File: config.mk
export PLATFORM = sky130hd
export DESIGN_NAME = scl_event_regs
export DESIGN_NICKNAME = d
export VERILOG_FILES = /design/src/hw/scl_event_pkg.sv /design/src/hw/scl_event_regs.sv
export SDC_FILE = /design/constraint.sdc
export NUM_CORES = 1
export LEC_CHECK = 0
export BUFFER_PORTS_ARGS = -buffer_cell sky130_fd_sc_hd__buf_2
export CORE_AREA = 5 5 150 152
export CTS_CLUSTER_DIAMETER = 200
export CTS_CLUSTER_SIZE = 24
export DETAILED_ROUTE_END_ITERATION = 10
export DIE_AREA = 0 0 155 157
export GPL_TIMING_DRIVEN = 0
export PLACE_DENSITY = 0.78
export SLEW_MARGIN = 0
export SYNTH_ARGS = -nofsm -noshare
export SYNTH_HDL_FRONTEND = slang
export SYNTH_SLANG_ARGS = --single-unit
File: constraint.sdc
create_clock -name pclk -period 2.75 [get_ports pclk]
set_input_delay 0.275 -clock pclk [delete_from_list [all_inputs] [get_ports pclk]]
set_output_delay 0.275 -clock pclk [all_outputs]
set_load 0.02 [all_outputs]
File: src/hw/scl_event_pkg.sv
// Constants for the SCL period counts and event status block.
// Assumes a 32-bit APB slave port on a single clock with an active-low reset.
package scl_event_pkg;

   // Register byte offsets.
   localparam logic [7:0] OFFS_CONTROL       = 8'h00;
   localparam logic [7:0] OFFS_STD_SCL_HIGH  = 8'h14;
   localparam logic [7:0] OFFS_STD_SCL_LOW   = 8'h18;
   localparam logic [7:0] OFFS_FAST_SCL_HIGH = 8'h1c;
   localparam logic [7:0] OFFS_FAST_SCL_LOW  = 8'h20;
   localparam logic [7:0] OFFS_HS_SCL_HIGH   = 8'h24;
   localparam logic [7:0] OFFS_HS_SCL_LOW    = 8'h28;
   localparam logic [7:0] OFFS_MASKED_STAT   = 8'h2c;
   localparam logic [7:0] OFFS_EVENT_MASK    = 8'h30;
   localparam logic [7:0] OFFS_UNMASKED_STAT = 8'h34;
   localparam logic [7:0] OFFS_CLEAR_ALL     = 8'h40;

   // Field widths and positions.
   localparam int COUNT_W   = 16;
   localparam int EVENT_W   = 12;
   localparam int LEVEL_W   = 8;
   localparam int SPEED_LSB = 1;

   // Event bit positions.
   localparam int BIT_GEN_CALL   = 11;
   localparam int BIT_START      = 10;
   localparam int BIT_STOP       = 9;
   localparam int BIT_ACTIVITY   = 8;
   localparam int BIT_TX_DONE    = 7;
   localparam int BIT_TX_ABORT   = 6;
   localparam int BIT_READ_REQ   = 5;
   localparam int BIT_TX_LOW     = 4;
   localparam int BIT_TX_OVER    = 3;
   localparam int BIT_RX_HIGH    = 2;
   localparam int BIT_RX_OVER    = 1;
   localparam int BIT_RX_UNDER   = 0;

   // Speed field encodings.
   localparam logic [1:0] SPEED_STANDARD = 2'h1;
   localparam logic [1:0] SPEED_FAST     = 2'h2;
   localparam logic [1:0] SPEED_HIGH     = 2'h3;

   // Values after reset.
   localparam logic [15:0] COUNT_RESET = 16'h0000;
   localparam logic [1:0]  SPEED_RESET = 2'h3;
   localparam logic [11:0] MASK_RESET  = 12'h8ff;
   localparam logic [11:0] EVENT_RESET = 12'h000;

endpackage

File: src/hw/scl_event_regs.sv
// SCL period count registers and the twelve-source event status logic with APB access.
// Assumes event pulses and buffer levels come from logic on pclk; SDA and SCL come from pins.
//
// Function
// - Writable 16-bit standard-speed SCL high count, reset zero.
// - Writable 16-bit standard-speed SCL low count at 0x18, reset zero.
// - Writable 16-bit fast-speed SCL high count at 0x1c.
// - Writable 16-bit fast-speed SCL low count at 0x20.
// - Writable 16-bit high-speed SCL high count at 0x24.
// - Writable 16-bit high-speed SCL low count at 0x28.
// - Bit 11 set only on an acknowledged general call address.
// - Bit 10 set on START or repeated START on the bus.
// - Bit 9 set on STOP on the bus.
// - Bit 8 set on bus activity and held until cleared.
// - Bit 7 set when, as slave transmitter, master does not acknowledge.
// - Bit 6 set when a transmit cannot complete its queued actions.
// - Bit 5 set when a remote master reads from this slave.
// - Bit 4 high while transmit fill is at or below its threshold.
// - Bit 3 set on a command write while transmit buffer is full.
// - Bit 2 high while receive fill reaches or exceeds its threshold.
// - Bit 1 set when a byte arrives with the receive buffer full.
// - Bit 0 set on a data read while the receive buffer is empty.
// - Twelve writable mask bits; bits 11 and 7..0 reset one, others zero.
// - Speed field 01, 10, 11 selects standard, fast or high-speed counts.
// - Reading the clear-all register clears all sticky flags; the interrupt drops unless an unmasked level flag or an unmasked event in the clearing cycle is high.
`timescale 1ns/100ps

module scl_event_regs
   import scl_event_pkg::*;
(
   input  wire logic                pclk,
   input  wire logic                presetn,
   input  wire logic                clk_en,
   input  wire logic                psel,
   input  wire logic                penable,
   input  wire logic                pwrite,
   input  wire logic [7:0]          paddr,
   input  wire logic [31:0]         pwdata,
   input  wire logic [3:0]          pstrb,
   output logic      [31:0]         prdata,
   output logic                     pready,
   output logic                     pslverr,
   input  wire logic                sda_in,
   input  wire logic                scl_in,
   input  wire logic                gen_call_acked,
   input  wire logic                bus_active,
   input  wire logic                slave_tx_nack,
   input  wire logic                tx_abort_event,
   input  wire logic                read_request_event,
   input  wire logic                data_cmd_write,
   input  wire logic                data_cmd_read,
   input  wire logic                tx_fifo_full,
   input  wire logic                rx_fifo_full,
   input  wire logic                rx_fifo_empty,
   input  wire logic                rx_byte_arrived,
   input  wire logic [LEVEL_W-1:0]  tx_fill,
   input  wire logic [LEVEL_W-1:0]  tx_threshold,
   input  wire logic [LEVEL_W-1:0]  rx_fill,
   input  wire logic [LEVEL_W-1:0]  rx_threshold,
   output logic      [1:0]          speed_select,
   output logic      [COUNT_W-1:0]  scl_high_count,
   output logic      [COUNT_W-1:0]  scl_low_count,
   output logic                     event_irq
);

   ////////////////////////////////////////////////////////////////////////////
   // State of the block, held as one packed record.

   typedef struct packed {
      logic                sda_s1;
      logic                sda_s2;
      logic                sda_q;
      logic                scl_s1;
      logic                scl_s2;
      logic [COUNT_W-1:0]  std_high;
      logic [COUNT_W-1:0]  std_low;
      logic [COUNT_W-1:0]  fast_high;
      logic [COUNT_W-1:0]  fast_low;
      logic [COUNT_W-1:0]  hs_high;
      logic [COUNT_W-1:0]  hs_low;
      logic [1:0]          speed;
      logic [EVENT_W-1:0]  mask;
      logic [EVENT_W-1:0]  raw;
      logic [COUNT_W-1:0]  sel_high;
      logic [COUNT_W-1:0]  sel_low;
      logic [31:0]         rdata;
      logic                err;
      logic                irq;
   } state_type;

   state_type state_reg;
   state_type state_next;

   ////////////////////////////////////////////////////////////////////////////
   // Helpers.

   // Merges the low two byte lanes of a write into a 16-bit field.
   function automatic logic [15:0] merge16(input logic [15:0] old_val,
                                           input logic [31:0] wdata,
                                           input logic [3:0]  strb);
      logic [15:0] res;
      res = old_val;
      if (strb[0]) begin
         res[7:0] = wdata[7:0];
      end
      if (strb[1]) begin
         res[15:8] = wdata[15:8];
      end
      return res;
   endfunction

   // Tells whether an offset belongs to the register map.
   function automatic logic is_mapped(input logic [7:0] addr);
      case (addr)
         OFFS_CONTROL, OFFS_STD_SCL_HIGH, OFFS_STD_SCL_LOW, OFFS_FAST_SCL_HIGH,
         OFFS_FAST_SCL_LOW, OFFS_HS_SCL_HIGH, OFFS_HS_SCL_LOW, OFFS_MASKED_STAT,
         OFFS_EVENT_MASK, OFFS_UNMASKED_STAT, OFFS_CLEAR_ALL: begin
            return 1'b1;
         end
         default: begin
            return 1'b0;
         end
      endcase
   endfunction

   ////////////////////////////////////////////////////////////////////////////
   // Handshake and outputs.

   logic setup_phase;
   logic access_done;
   logic start_cond;
   logic stop_cond;
   logic [EVENT_W-1:0] set_events;
   logic [EVENT_W-1:0] masked_now;

   // The slave answers in the first access cycle unless the block is frozen.
   assign setup_phase = psel & ~penable;
   assign access_done = psel & penable & clk_en;
   assign pready      = psel & penable & clk_en;

   // Read data and error were captured during setup so they come from flops.
   assign prdata         = state_reg.rdata;
   assign pslverr        = state_reg.err & pready;
   assign speed_select   = state_reg.speed;
   assign scl_high_count = state_reg.sel_high;
   assign scl_low_count  = state_reg.sel_low;
   assign event_irq      = state_reg.irq;

   assign masked_now = state_reg.raw & state_reg.mask;

   ////////////////////////////////////////////////////////////////////////////
   // Bus conditions seen on the synchronised pins.

   // SDA falling while SCL is high is a START or repeated START.
   assign start_cond = state_reg.scl_s2 & state_reg.sda_q & ~state_reg.sda_s2;
   // SDA rising while SCL is high is a STOP.
   assign stop_cond  = state_reg.scl_s2 & ~state_reg.sda_q & state_reg.sda_s2;

   ////////////////////////////////////////////////////////////////////////////
   // Event set terms, one per sticky bit.

   always_comb begin
      set_events                = '0;
      set_events[BIT_GEN_CALL]  = gen_call_acked;
      set_events[BIT_START]     = start_cond;
      set_events[BIT_STOP]      = stop_cond;
      set_events[BIT_ACTIVITY]  = bus_active | start_cond;
      set_events[BIT_TX_DONE]   = slave_tx_nack;
      set_events[BIT_TX_ABORT]  = tx_abort_event;
      set_events[BIT_READ_REQ]  = read_request_event;
      set_events[BIT_TX_OVER]   = data_cmd_write & tx_fifo_full;
      set_events[BIT_RX_OVER]   = rx_byte_arrived & rx_fifo_full;
      set_events[BIT_RX_UNDER]  = data_cmd_read & rx_fifo_empty;
   end

   ////////////////////////////////////////////////////////////////////////////
   // Next-state logic.

   always_comb begin
      logic       clear_all;
      logic [7:0] addr;
      state_next = state_reg;
      clear_all  = 1'b0;
      addr       = paddr;

      // Pins pass two flops; the second stage and a third SDA flop feed the edge logic.
      state_next.sda_s1 = sda_in;
      state_next.sda_s2 = state_reg.sda_s1;
      state_next.sda_q  = state_reg.sda_s2;
      state_next.scl_s1 = scl_in;
      state_next.scl_s2 = state_reg.scl_s1;

      // Read data and the error answer are prepared in the setup cycle.
      if (setup_phase) begin
         state_next.err   = ~is_mapped(addr);
         state_next.rdata = 32'h0000_0000;
         case (addr)
            OFFS_CONTROL: begin
               state_next.rdata[SPEED_LSB +: 2] = state_reg.speed;
            end
            OFFS_STD_SCL_HIGH: begin
               state_next.rdata[COUNT_W-1:0] = state_reg.std_high;
            end
            OFFS_STD_SCL_LOW: begin
               state_next.rdata[COUNT_W-1:0] = state_reg.std_low;
            end
            OFFS_FAST_SCL_HIGH: begin
               state_next.rdata[COUNT_W-1:0] = state_reg.fast_high;
            end
            OFFS_FAST_SCL_LOW: begin
               state_next.rdata[COUNT_W-1:0] = state_reg.fast_low;
            end
            OFFS_HS_SCL_HIGH: begin
               state_next.rdata[COUNT_W-1:0] = state_reg.hs_high;
            end
            OFFS_HS_SCL_LOW: begin
               state_next.rdata[COUNT_W-1:0] = state_reg.hs_low;
            end
            OFFS_MASKED_STAT: begin
               state_next.rdata[EVENT_W-1:0] = masked_now;
            end
            OFFS_EVENT_MASK: begin
               state_next.rdata[EVENT_W-1:0] = state_reg.mask;
            end
            OFFS_UNMASKED_STAT: begin
               state_next.rdata[EVENT_W-1:0] = state_reg.raw;
            end
            OFFS_CLEAR_ALL: begin
               state_next.rdata[0] = state_reg.irq;
            end
            default: begin
               state_next.rdata = 32'h0000_0000;
            end
         endcase
      end

      // Writes take effect at the access edge; read-only offsets ignore them.
      if (access_done && pwrite) begin
         case (addr)
            OFFS_CONTROL: begin
               if (pstrb[0]) begin
                  state_next.speed = pwdata[SPEED_LSB +: 2];
               end
            end
            OFFS_STD_SCL_HIGH: begin
               state_next.std_high = merge16(state_reg.std_high, pwdata, pstrb);
            end
            OFFS_STD_SCL_LOW: begin
               state_next.std_low = merge16(state_reg.std_low, pwdata, pstrb);
            end
            OFFS_FAST_SCL_HIGH: begin
               state_next.fast_high = merge16(state_reg.fast_high, pwdata, pstrb);
            end
            OFFS_FAST_SCL_LOW: begin
               state_next.fast_low = merge16(state_reg.fast_low, pwdata, pstrb);
            end
            OFFS_HS_SCL_HIGH: begin
               state_next.hs_high = merge16(state_reg.hs_high, pwdata, pstrb);
            end
            OFFS_HS_SCL_LOW: begin
               state_next.hs_low = merge16(state_reg.hs_low, pwdata, pstrb);
            end
            OFFS_EVENT_MASK: begin
               state_next.mask = 12'(merge16({4'h0, state_reg.mask}, pwdata, pstrb));
            end
            default: begin
               state_next.speed = state_reg.speed;
            end
         endcase
      end

      // A read of the clear-all register clears every sticky flag.
      if (access_done && !pwrite && addr == OFFS_CLEAR_ALL) begin
         clear_all = 1'b1;
      end

      // Sticky flags: an event in the clearing cycle still sets its bit.
      if (clear_all) begin
         state_next.raw = set_events;
      end else begin
         state_next.raw = state_reg.raw | set_events;
      end

      // Level flags follow the buffer fill and are not cleared by software.
      state_next.raw[BIT_TX_LOW] = (tx_fill <= tx_threshold);
      state_next.raw[BIT_RX_HIGH] = (rx_fill >= rx_threshold);

      // Combined interrupt follows the masked flags of the next cycle.
      state_next.irq = |(state_next.raw & state_next.mask);

      // Count pair chosen by the speed field; the unused code keeps standard.
      case (state_reg.speed)
         SPEED_FAST: begin
            state_next.sel_high = state_reg.fast_high;
            state_next.sel_low  = state_reg.fast_low;
         end
         SPEED_HIGH: begin
            state_next.sel_high = state_reg.hs_high;
            state_next.sel_low  = state_reg.hs_low;
         end
         SPEED_STANDARD: begin
            state_next.sel_high = state_reg.std_high;
            state_next.sel_low  = state_reg.std_low;
         end
         default: begin
            state_next.sel_high = state_reg.std_high;
            state_next.sel_low  = state_reg.std_low;
         end
      endcase
   end

   ////////////////////////////////////////////////////////////////////////////
   // State register; the clock enable freezes everything.

   always_ff @(posedge pclk or negedge presetn) begin
      if (!presetn) begin
         state_reg.sda_s1    <= 1'b1;
         state_reg.sda_s2    <= 1'b1;
         state_reg.sda_q     <= 1'b1;
         state_reg.scl_s1    <= 1'b1;
         state_reg.scl_s2    <= 1'b1;
         state_reg.std_high  <= COUNT_RESET;
         state_reg.std_low   <= COUNT_RESET;
         state_reg.fast_high <= COUNT_RESET;
         state_reg.fast_low  <= COUNT_RESET;
         state_reg.hs_high   <= COUNT_RESET;
         state_reg.hs_low    <= COUNT_RESET;
         state_reg.speed     <= SPEED_RESET;
         state_reg.mask      <= MASK_RESET;
         state_reg.raw       <= EVENT_RESET;
         state_reg.sel_high  <= COUNT_RESET;
         state_reg.sel_low   <= COUNT_RESET;
         state_reg.rdata     <= 32'h0000_0000;
         state_reg.err       <= 1'b0;
         state_reg.irq       <= 1'b0;
      end else if (clk_en) begin
         state_reg <= state_next;
      end
   end

endmodule

==> out/metrics.cfg <==
[sta]
layout_setup_ws_ns = 0.0708
period_share_pct = 97.4
fin_worst_skew_ns = 0.00826
setup_viol = 0
hold_violations = 0
slew_viol_final = 0
worstMarginPinSlew_ns = 1.18
rsz0062_at_grt = false
hold_slack_ns = 0.0811
slew_headroom_pct = 21.0
max_clock_freq_mhz = 373
period_needed_ns = 2.68

[synthesis]
syn_area_mm2 = 0.00925
yosysTopAreaCell = dfrtp_1
async_flop_share_pct = 100
yosysSeqAreaShare_pct = 48.1
synth_flop_cell = dfrtp_1
synthDistinctLibCells = 58
synth_edf_count = 0
netlist_top_cells_area = dfrtp_1 44%, mux2_2 18%, buf_4 5.4%
synth_cells = 788
yosysWarnings = 0
synth_top_cell_area_share_pct = 43.6
syn_avg_cell_area_um2 = 11.7
ys_seq_elements = 177

[critical_path]
cp_common_cell = clkbuf_1
cp_data_arrival_time_ns = 2.99
critPathMaxStageDelay_ns = 0.85
crit_chain = clkbuf_1, clkbuf_1, mux2i_1, a21oi_1, mux2_2
path_max_fanout = 10
critPathCaptureType = flop
cp.required_ns = 3.06
crit_family = buffers and inverters
slowest_stage = clkbuf_1
start_kind = flop
critPathBufInv = 2
crit_type = flop to flop

[clock_network]
insertion_delay_ns = 0.43
path_clk_slew_ns = 0.07
cts.sinks = 177
tritoncts = built
clk_path_buf_depth = 2
numCtsBuffers = 17
root_buffer = clkbuf_16
cts_htree_levels = 4

[grt]
antenna_found_initial = 1
grt_max_degree = 116
grt_pass1_vias = 7339
grt_pass1_wl_mm = 41.3
overflow = 0
grt_use_total_pct = 22.2

[die]
row_count = 53
start_util_pct = 44.3
die_y_um = 157
coreArea_mm2 = 0.0209
io_pins = 164
dieWidth_um = 155
die_area_mm2 = 0.0243

[power_and_ir_drop]
total_power_mw = 5.43
ir_drop_uv = 349
leakage_nw = 5.53
power.density_mw_per_mm2 = 493

[job]
max-cap-violations = 0

[place]
dpl.cell_count = 1206
place.gp.congestion = 0.905
portBuffers = 127
hpwl_mm = 18.8
place_ws_ns = -0.485
placed_cell_area_mm2 = 0.0103

[route]
wl_mm = 26.9
drc_errors = 0
vias = 7228
antenna_left = 0
drt_iter0_drc = 883
first_pass_iters = 9
viasPerCell = 5.79
wl_per_cell_um = 21.6

[hold_path]
min_path_type = input pin to flop

[finish]
area_growth_syn_to_layout_pct = 19.1
finalNetCount = 1071
largest_register_ffs = 123
design_area_mm2 = 0.0110
diodes = 0
fin_cells = 1248
drive_above_1_share_pct = 43.6

[outcome]
outcome = finished, final reports clean

==> where the power goes <==
group | leakage (nW) | internal, mW | switching, mW | total (mW)
Combinational | 2.90 | 0.156 | 0.248 | 0.403
Clock | 0.279 | 1.27 | 1.07 | 2.35
Sequential | 2.35 | 2.65 | 0.0320 | 2.68
==> worst register-to-register path, delay by kind of cell (launching register included) <==
kind | cells | cell delay, ns
AO/OA/AOI/OAI | 1 | 0.13
buffers and inverters | 2 | 1.27
flip-flops | 1 | 0.57
multiplexers | 2 | 0.60
==> synth_stat cells (7+ instances only) <==
cell,n
a21o_1,15
a21oi_1,41
a221oi_1,7
a222oi_1,24
a22o_1,16
buf_2,7
buf_4,66
clkbuf_1,29
dfrtp_1,161
dfstp_2,16
ha_1,16
inv_1,20
mux2_2,149
mux2i_1,32
nand2_1,47
nor2_1,49
o211ai_1,11
o21ai_0,11
==> metrics by stage <==
| stage | util (%) | TNS, ns |
|---|---|---|
| after global routing | 52.7 | 0 |
| after global placement | 49.2 | -264.90 |
| after CTS | 52.4 | 0 |
| after detailed placement | 49.4 | -37.81 |
| final | 52.7 | 0 |
| after floorplan | - | 0 |
==> repair_timing <==
| action | CTS | global route |
|---|---|---|
| gates resized for setup | 3 | 2 |
| endpoints found under the setup margin | 19 | 36 |
| pin swaps | 1 | 2 |
| hold buffers | 1 | 0 |
| setup buffers | 3 | 6 |
| endpoints found under the hold margin | 50 | 0 |
==> cell families after synthesis <==
family	share of synthesized area, %
AOI/OAI and AO/OA	12.2
other	0.0406
muxes	21.6
buffers and inverters	7.85
xor gates and xnor gates	0.190
adders and majority gates	2.17
DFF	48.1
and+or+nand+nor	7.77
==> path summary, 6_finish.rpt <==
kind / cells past startpoint / slack, ns / from / to
min in group asynchronous: 2 / 0.40 / presetn / scl_low_count[0]
hold / removal: 2 / 0.08 / sda_in / state_next[191]
max in group asynchronous: 3 / 1.43 / presetn / state_reg[98]
hold reg to reg: 1 / 0.48 / prdata[13] / prdata[13]
setup / recovery: 5 / 0.07 / speed_select[0] / scl_high_count[0]
setup reg to reg: 5 / 0.07 / speed_select[0] / scl_high_count[0]
==> area by class of cell <==
type	count	area (um^2)
buffer	103	651
clock buffer	21	480
clock inverter	11	92.6
fill	1842	9880
inverter	20	75.1
multi-input combinational	503	4160
sequential	177	4450
tap	275	344
timing repair buffer	138	751
==> routing by layer <==
layer | track usage, % | vias up | part of all wire (%)
met5 | 0 | - | 0.026
met4 | 9.67 | 2 | 3.7
met3 | 5.91 | 66 | 9.4
met2 | 36.9 | 403 | 49
met1 | 27.4 | 3572 | 38
li1 | - | 3185 | -
==> layout by cell type, fill, tap and decap left out, types with 24 or more instances in the layout <==
cell,netlist,layout
buf_4,66,75
nor2_1,49,49
clkbuf_1,29,29
a21oi_1,41,41
nand2_1,47,47
mux2_2,149,149
mux2i_1,32,32
a222oi_1,24,24
dfrtp_1,161,161
buf_2,7,133
Note: power is estimated with default switching activity, not from simulation.
